### src/logic/sleep_wake_cfg.svh
// constants for the sleep and wake controller
`ifndef SLEEP_WAKE_CFG_SVH
`define SLEEP_WAKE_CFG_SVH
`define CLK_MHZ 40
`define WDT_PERIOD_US 17000
`define OST_OSC_PERIODS 1024
`define OSC_PER_CLK 1
`define IO_PINS 8
`define IRQ_SRCS 7
`define IRQ_VECTOR 13'h0004
`define PC_W 13
`define ADDR_W 4
`define DATA_W 8
`define REG_CTRL 4'h0
`define REG_IRQ_EN 4'h1
`define REG_STATUS 4'h2
`define CTRL_WDT_EN 0
`define CTRL_GIE 1
`define CTRL_MODE_LO 2
`define CTRL_MODE_HI 4
`define CTRL_RESET 8'h00
`define IRQ_EN_RESET 8'h00
`define ST_PD 0
`define ST_TO 1
`define ST_STATE_LO 2
`define ST_STATE_HI 3
`define ST_CAUSE_LO 4
`define ST_CAUSE_HI 6
`define IRQ_TIMER1 0
`define IRQ_CAPTURE 1
`define IRQ_ADC_RC 2
`define IRQ_NVM_WRITE 3
`define IRQ_COMPARATOR 4
`define IRQ_PORT_CHANGE 5
`define IRQ_EXT_PIN 6
`endif

### src/logic/sleep_wake_pkg.sv
// types for the sleep and wake controller
`include "sleep_wake_cfg.svh"
package sleep_wake_pkg;
  typedef enum logic [1:0] {
    ST_RUN = 2'b00,
    ST_SLEEP = 2'b01,
    ST_OST = 2'b10
  } pwr_state_t;
  typedef enum logic [2:0] {
    crystal_mode_low_power = 3'b000,
    crystal_mode_medium = 3'b001,
    crystal_mode_high_speed = 3'b010,
    external_clock_mode = 3'b011,
    internal_osc_mode = 3'b100,
    rc_osc_mode = 3'b101
  } osc_mode_t;
  typedef enum logic [2:0] {
    CAUSE_NONE = 3'b000,
    CAUSE_MASTER_CLEAR_PIN = 3'b001,
    CAUSE_WDT = 3'b010,
    CAUSE_IRQ = 3'b011
  } wake_cause_t;
  typedef struct packed {
    logic [`IO_PINS-1:0] level;
    logic [`IO_PINS-1:0] oe_n;
  } io_drive_t;
endpackage

### src/logic/sleep_wake_controller.sv
// power-down controller: sleep entry, watchdog, wake and resume
//
// The register addresses and the strobed register port are this design's own decisions.
`timescale 1ns/1ps
`include "sleep_wake_cfg.svh"
module sleep_wake_controller
  import sleep_wake_pkg::*;
#(
  parameter int WDT_CYCLES = `WDT_PERIOD_US * `CLK_MHZ,
  parameter int WDT_W = 20
) (
  input wire logic clk_i,
  input wire logic rst_i,
  input wire logic ce_i,
  input wire logic [`ADDR_W-1:0] addr_i,
  input wire logic [`DATA_W-1:0] wdata_i,
  input wire logic wr_i,
  input wire logic rd_i,
  output logic [`DATA_W-1:0] rdata_o,
  input wire logic sleep_exec_i,
  input wire logic watchdog_clear_instr_i,
  input wire logic [`PC_W-1:0] pc_i,
  input wire logic [`IRQ_SRCS-1:0] irq_flags_i,
  input wire logic master_clear_pin_n_i,
  output logic master_clear_pin_oe_n_o,
  input wire io_drive_t io_i,
  output io_drive_t io_o,
  output logic osc_en_o,
  output logic core_reset_o,
  output logic resume_o,
  output logic vector_o,
  output logic sleep_nop_o,
  output logic [`PC_W-1:0] prefetch_addr_o,
  output logic [`PC_W-1:0] vector_addr_o,
  output logic power_down_flag_o,
  output logic timeout_flag_o
);
  localparam int OST_CYCLES = `OST_OSC_PERIODS * `OSC_PER_CLK;
  localparam logic [WDT_W-1:0] WDT_LAST = WDT_W'(WDT_CYCLES - 1);
  localparam logic [10:0] OST_LAST = 11'(OST_CYCLES - 1);

  pwr_state_t state_r, state_nxt;
  wake_cause_t cause_r, cause_nxt;
  logic [`DATA_W-1:0] ctrl_r, irq_en_r, rdata_r;
  logic [WDT_W-1:0] wdt_cnt_r;
  logic [10:0] ost_cnt_r;
  logic master_clear_pin_m1_r, master_clear_pin_m2_r;
  logic pd_r, pd_nxt, to_r, to_nxt;
  logic core_reset_r, resume_r, vector_r, nop_r;
  logic [`PC_W-1:0] prefetch_r;
  io_drive_t io_r;

  // decode
  wire wr_ctrl = wr_i && (addr_i == `REG_CTRL);
  wire wr_irq_en = wr_i && (addr_i == `REG_IRQ_EN);
  wire wdt_en = ctrl_r[`CTRL_WDT_EN];
  wire global_irq_enable = ctrl_r[`CTRL_GIE];
  wire osc_mode_t mode = osc_mode_t'(ctrl_r[`CTRL_MODE_HI:`CTRL_MODE_LO]);
  wire crystal = (mode == crystal_mode_low_power) || (mode == crystal_mode_medium) ||
                 (mode == crystal_mode_high_speed);
  // purely combinational so a sleeping core with no clock still sees it
  wire [`IRQ_SRCS-1:0] wake_src = irq_flags_i & irq_en_r[`IRQ_SRCS-1:0];
  wire wake_req = |wake_src;
  wire master_clear_pin_act = ~master_clear_pin_m2_r;
  wire in_run = (state_r == ST_RUN);
  wire in_sleep = (state_r == ST_SLEEP);
  wire in_ost = (state_r == ST_OST);
  wire sleep_go = in_run && sleep_exec_i && !wake_req;
  wire sleep_nop = in_run && sleep_exec_i && wake_req;
  wire wdt_to = wdt_en && (wdt_cnt_r == WDT_LAST);
  wire wake_wdt = in_sleep && wdt_to && !master_clear_pin_act;
  wire wake_irq = in_sleep && wake_req && !master_clear_pin_act && !wdt_to;
  wire wake_any = wake_wdt || wake_irq;
  wire ost_done = in_ost && (ost_cnt_r == OST_LAST);
  wire do_resume = (wake_any && !crystal) || ost_done;
  wire wdt_reset = in_run && wdt_to && !master_clear_pin_act;
  wire wdt_clr = watchdog_clear_instr_i || sleep_go || wake_any || in_ost || master_clear_pin_act || wdt_reset;
  wire [`DATA_W-1:0] status_word = {1'b0, cause_r, state_r, to_r, pd_r};
  wire [`DATA_W-1:0] rd_mux = (addr_i == `REG_CTRL) ? ctrl_r :
                              (addr_i == `REG_IRQ_EN) ? irq_en_r :
                              (addr_i == `REG_STATUS) ? status_word : '0;

  always_comb begin
    state_nxt = state_r;
    cause_nxt = cause_r;
    unique case (state_r)
      ST_RUN: begin
        if (sleep_go) begin
          state_nxt = ST_SLEEP;
        end
      end
      ST_SLEEP: begin
        if (master_clear_pin_act) begin
          state_nxt = ST_RUN;
          cause_nxt = CAUSE_MASTER_CLEAR_PIN;
        end else if (wake_any) begin
          state_nxt = crystal ? ST_OST : ST_RUN;
          cause_nxt = wake_wdt ? CAUSE_WDT : CAUSE_IRQ;
        end
      end
      ST_OST: begin
        if (master_clear_pin_act) begin
          state_nxt = ST_RUN;
          cause_nxt = CAUSE_MASTER_CLEAR_PIN;
        end else if (ost_done) begin
          state_nxt = ST_RUN;
        end
      end
      default: begin
        state_nxt = ST_RUN;
      end
    endcase
  end

  always_comb begin
    pd_nxt = pd_r;
    to_nxt = to_r;
    if (sleep_go) begin
      pd_nxt = 1'b0;
      to_nxt = 1'b1;
    end else if (wake_wdt || wdt_reset) begin
      to_nxt = 1'b0;
    end
  end

  // master_clear_pin pin synchroniser, first stage read only by the second
  always_ff @(posedge clk_i) begin
    if (rst_i) begin
      master_clear_pin_m1_r <= 1'b1;
      master_clear_pin_m2_r <= 1'b1;
    end else if (ce_i) begin
      master_clear_pin_m1_r <= master_clear_pin_n_i;
      master_clear_pin_m2_r <= master_clear_pin_m1_r;
    end
  end

  always_ff @(posedge clk_i) begin
    if (rst_i) begin
      state_r <= ST_RUN;
      cause_r <= CAUSE_NONE;
      pd_r <= 1'b1;
      to_r <= 1'b1;
    end else if (ce_i) begin
      state_r <= state_nxt;
      cause_r <= cause_nxt;
      pd_r <= pd_nxt;
      to_r <= to_nxt;
    end
  end

  always_ff @(posedge clk_i) begin
    if (rst_i) begin
      ctrl_r <= `CTRL_RESET;
      irq_en_r <= `IRQ_EN_RESET;
      rdata_r <= '0;
    end else if (ce_i) begin
      if (wr_ctrl) begin
        ctrl_r <= wdata_i;
      end
      if (wr_irq_en) begin
        irq_en_r <= wdata_i;
      end
      rdata_r <= rd_i ? rd_mux : '0;
    end
  end

  // watchdog runs on through sleep, since osc_en_o does not gate it; ce_i low stops its count
  always_ff @(posedge clk_i) begin
    if (rst_i) begin
      wdt_cnt_r <= '0;
    end else if (ce_i) begin
      if (wdt_clr || !wdt_en) begin
        wdt_cnt_r <= '0;
      end else begin
        wdt_cnt_r <= wdt_cnt_r + WDT_W'(1);
      end
    end
  end

  always_ff @(posedge clk_i) begin
    if (rst_i) begin
      ost_cnt_r <= '0;
    end else if (ce_i) begin
      if (in_ost) begin
        ost_cnt_r <= ost_cnt_r + 11'(1);
      end else begin
        ost_cnt_r <= '0;
      end
    end
  end

  // pins are sampled only while awake, so sleep freezes them
  always_ff @(posedge clk_i) begin
    if (rst_i) begin
      io_r <= '{level: '0, oe_n: '1};
      prefetch_r <= '0;
    end else if (ce_i) begin
      if (in_run && !sleep_go) begin
        io_r <= io_i;
      end
      if (in_run && sleep_exec_i) begin
        prefetch_r <= pc_i + `PC_W'(1);
      end
    end
  end

  always_ff @(posedge clk_i) begin
    if (rst_i) begin
      core_reset_r <= 1'b0;
      resume_r <= 1'b0;
      vector_r <= 1'b0;
      nop_r <= 1'b0;
    end else if (ce_i) begin
      core_reset_r <= master_clear_pin_act || wdt_reset;
      resume_r <= do_resume && !master_clear_pin_act;
      vector_r <= do_resume && !master_clear_pin_act && global_irq_enable && (cause_nxt == CAUSE_IRQ);
      nop_r <= sleep_nop;
    end
  end

  assign rdata_o = rdata_r;
  assign master_clear_pin_oe_n_o = 1'b1;
  assign io_o = io_r;
  assign osc_en_o = !in_sleep;
  assign core_reset_o = core_reset_r;
  assign resume_o = resume_r;
  assign vector_o = vector_r;
  assign sleep_nop_o = nop_r;
  assign prefetch_addr_o = prefetch_r;
  assign vector_addr_o = `IRQ_VECTOR;
  assign power_down_flag_o = pd_r;
  assign timeout_flag_o = to_r;

  // start-up span counted apart from the design counter, so a wrong end point shows
  localparam logic [11:0] OST_SPAN = 12'(OST_CYCLES);
  logic [11:0] ost_span_r;

  always_ff @(posedge clk_i) begin
    if (rst_i) begin
      ost_span_r <= '0;
    end else if (ce_i) begin
      ost_span_r <= in_ost ? ost_span_r + 12'(1) : '0;
    end
  end
endmodule

### config.mk
export PLATFORM = sky130hd
export DESIGN_NAME = sleep_wake_controller
export DESIGN_NICKNAME = d
export VERILOG_FILES = /design/src/logic/sleep_wake_pkg.sv /design/src/logic/sleep_wake_controller.sv
export VERILOG_INCLUDE_DIRS = /design/src /design/src/logic
export SDC_FILE = /design/constraint.sdc
export NUM_CORES = 1
export LEC_CHECK = 0
export ABC_CLOCK_PERIOD_IN_PS = 5800
export BUFFER_PORTS_ARGS = -buffer_cell sky130_fd_sc_hd__clkbuf_2
export CAP_MARGIN = 10
export CORE_UTILIZATION = 25
export CTS_CLUSTER_DIAMETER = 100
export DETAILED_ROUTE_END_ITERATION = 10
export SYNTH_ARGS = -nofsm -noshare
export SYNTH_HDL_FRONTEND = slang
export SYNTH_SLANG_ARGS = --single-unit
### constraint.sdc
create_clock -name clk_i -period 5.8 [get_ports clk_i]
set_input_delay 0.58 -clock clk_i [delete_from_list [all_inputs] [get_ports clk_i]]
set_output_delay 0.58 -clock clk_i [all_outputs]
set_load 0.1 [all_outputs]
==> impl_metrics.py <==
metrics = {
    "outcome": {
        "outcome": "completed",
    },
    "synthesis": {
        "syn_inst": 526,
        "avgSynthCellArea_um2": 8.48,
        "synth_warnings": 0,
        "yosys.cell_types.count": 53,
        "synth_area_um2": 4460,
        "yosysSeqAreaShare": 0.435,
        "ys_seq_elements": 97,
        "ys.flop_type": "dfxtp_1",
        "async_flop_share": 0,
        "synth-edff-count": 0,
    },
    "worst_setup_path": {
        "critical-path-max-stage-delay_ps": 550,
        "r2r_start": "irq_en_r[0]",
        "required_ps": 6020,
        "path_max_fanout": 15,
        "start_kind": "flop",
        "end_kind": "flop",
        "cp_slowest_cell": "a222oi_1",
        "critPathKind": "reg -> reg",
        "cp_cell_sequence": "a222oi_1 -> and4_1 -> a21oi_1 -> o221ai_2 -> a21o_1 -> nor2_1",
        "ff2ff_setup_slack_ps": 3370,
        "crit_arrival_ps": 2650,
        "reg2reg_to": "wdt_cnt_r[6]",
        "worst_r2r_path_depth": 6,
    },
    "die": {
        "die_y_um": 136,
        "die_area_um2": 18400,
        "core_um2": 17400,
        "die_w_um": 136,
        "ioPinCount": 114,
        "start_util": 0.257,
        "num_rows": 48,
    },
    "sta": {
        "post-route-min-period_ps": 2430,
        "clock_skew_ps": 11.2,
        "fmax_mhz": 411,
        "fin_ws_ps": 3370,
        "maxSlewViolCount": 0,
        "worstMarginPinSlew_ps": 1120,
        "hold_viol_final": 0,
        "setup_viol_count_final": 0,
        "fin_tns_setup_ps": 0,
        "min_period_over_period": 0.419,
        "rsz0062_at_grt": "no",
        "max-slew-margin-rel": 0.250,
        "worst_hold_slack_ps": 437,
    },
    "global_routing": {
        "met2_usage": 0.183,
        "busiest_layer": "met2",
        "grtUsageTotal": 0.121,
        "antenna_found_initial": 0,
        "grt_max_degree": 77,
        "overflow": 0,
        "grt_pass1_vias": 3343,
        "grt_pass1_wl_um": 17200,
        "met1_usage": 0.163,
        "gr-usage-met3": 0.0367,
    },
    "pwr": {
        "p_per_area_nw_per_um2": 310,
        "ir_worst_vdd_mv": 0.152,
        "leakage_nw": 2.23,
    },
    "final_layout": {
        "layout_common_cells": "clkbuf_2, dfxtp_1, nor2_1",
        "nets": 673,
        "layout_commonest_cell": "clkbuf_2",
        "area.growth.synth_to_final_pct": 22.1,
        "diodes": 0,
        "drive_gt1_frac": 0.196,
        "fin_area_um2": 5440,
    },
    "clock_tree": {
        "clkSinkCount": 97,
        "clockBufferDepth": 2,
        "cts_made_buffers": 9,
        "root_buffer": "clkbuf_16",
        "cts_tree": "built",
        "cts_setup_buffers": 0,
        "cts.clk_slew.worst_paths_ps": 80,
        "cts_hold_buf": 0,
        "worstSkewPairLatency_ps": 360,
        "cts.repair.resized": 0,
        "h-tree-depth": 3,
    },
    "drt": {
        "totalWireLength_um": 10900,
        "antenna_left": 0,
        "viasPerCell": 4.48,
        "dr.first_iter.drc_count": 144,
        "remaining_drc_errors": 0,
        "first_pass_iters": 4,
        "num_vias": 3770,
        "wl_per_cell_um": 12.9,
    },
    "worst_hold_path": {
        "holdPathEnd": "prefetch_addr_o[0]",
        "hp-class": "in -> reg",
        "min_from": "pc_i[0]",
        "holdPathStages": 2,
    },
    "placement": {
        "portBuffers": 99,
        "gp_congestion": 0.763,
        "dp_hpwl_um": 7750,
        "pre_cts_ws_ps": 3080,
        "dpl-instance-area_um2": 5090,
    },
    "flow_run": {
        "cap_violations": 0,
    },
}
## metal layers
layer / share of wire / up-vias
met3: 0.056 / 9
met2: 0.45 / 83
met4: 0.011 / 0
li1: - / 1966
met5: 0 / -
met1: 0.48 / 1712
## critical path, delay by kind of cell (launching register included)
kind	cells	cell delay (ps)
AOI/OAI and AO/OA	4	1450
and+or+nand+nor	2	500
DFF	1	350
## metrics by stage
stage | power (mW) | utilization | std cells
CTS | 1.71 | 0.314 | 841
finish | 1.69 | 0.314 | 841
global placement | 0.999 | 0.293 | 825
detailed placement | 1.00 | 0.293 | 825
global route | 1.75 | 0.314 | 841
floorplan | 0.949 | - | 538
## cells in the mapped netlist (3+ instances only)
| master | instances | area share |
|---|---|---|
| a211oi_1 | 14 | 0.024 |
| a21o_1 | 7 | 0.012 |
| a21oi_1 | 23 | 0.026 |
| a22oi_1 | 10 | 0.017 |
| a31oi_1 | 3 | 0.0042 |
| and3_1 | 8 | 0.011 |
| and4_1 | 3 | 0.0059 |
| buf_1 | 3 | 0.0025 |
| buf_4 | 15 | 0.025 |
| clkbuf_1 | 19 | 0.016 |
| dfxtp_1 | 97 | 0.44 |
| ha_1 | 6 | 0.017 |
| inv_1 | 8 | 0.0067 |
| mux2i_1 | 25 | 0.056 |
| nand2_1 | 70 | 0.059 |
| nand3_1 | 17 | 0.019 |
| nand3b_1 | 8 | 0.013 |
| nand4_1 | 9 | 0.013 |
| nand4b_1 | 3 | 0.0059 |
| nor2_1 | 77 | 0.065 |
| nor2b_1 | 7 | 0.0098 |
| nor3_1 | 8 | 0.0090 |
| o21ai_0 | 10 | 0.011 |
| or3_1 | 11 | 0.015 |
| xnor2_1 | 11 | 0.022 |
| xor2_1 | 21 | 0.041 |
## worst max path at each step
stage / to / cells past startpoint / slack, ps / from
2_1_floorplan: wdt_cnt_r[11] / 7 / 3680 / irq_flags_i[0]
3_3_place_gp: io_o[14] / 5 / 3140 / ce_i
3_5_place_dp: io_o[10] / 5 / 3080 / ce_i
4_1_cts: wdt_cnt_r[6] / 6 / 3430 / irq_en_r[0]
5_1_grt: wdt_cnt_r[12] / 6 / 3170 / irq_en_r[0]
6_report: wdt_cnt_r[6] / 6 / 3370 / irq_en_r[0]
## logic make-up after synthesis
family | after synthesis | share of synthesized area
AND/OR/NAND/NOR | 232 | 0.246
flip-flops | 97 | 0.435
AO/OA/AOI/OAI | 85 | 0.128
buffers and inverters | 47 | 0.0525
XOR/XNOR | 32 | 0.0629
multiplexers | 25 | 0.0561
adder cells (fa/ha/maj) | 6 | 0.0168
other | 2 | 0.00168
## registers in the layout, indices dropped and copies added (netlist names), 2 cells and up
register / flops
cause_r: 3
ctrl_r: 8
io_o: 16
irq_en_r: 8
ost_cnt_r: 11
prefetch_addr_o: 13
rdata_o: 8
state_r: 2
wdt_cnt_r: 20
## final cells by class
class,instances,area [um^2]
fill,1836,11900
multi-input combinational,394,2330
sequential,97,1940
timing repair buffer,100,503
tap,225,282
clock buffer,9,225
clock inverter,7,125
inverter,9,33.8
## power by group
| part | internal (mW) | switching (mW) |
|---|---|---|
| clock network | 0.426 | 0.277 |
| registers | 0.685 | 0.0117 |
| logic | 0.0534 | 0.234 |
Power figures use the tool's default switching activity.
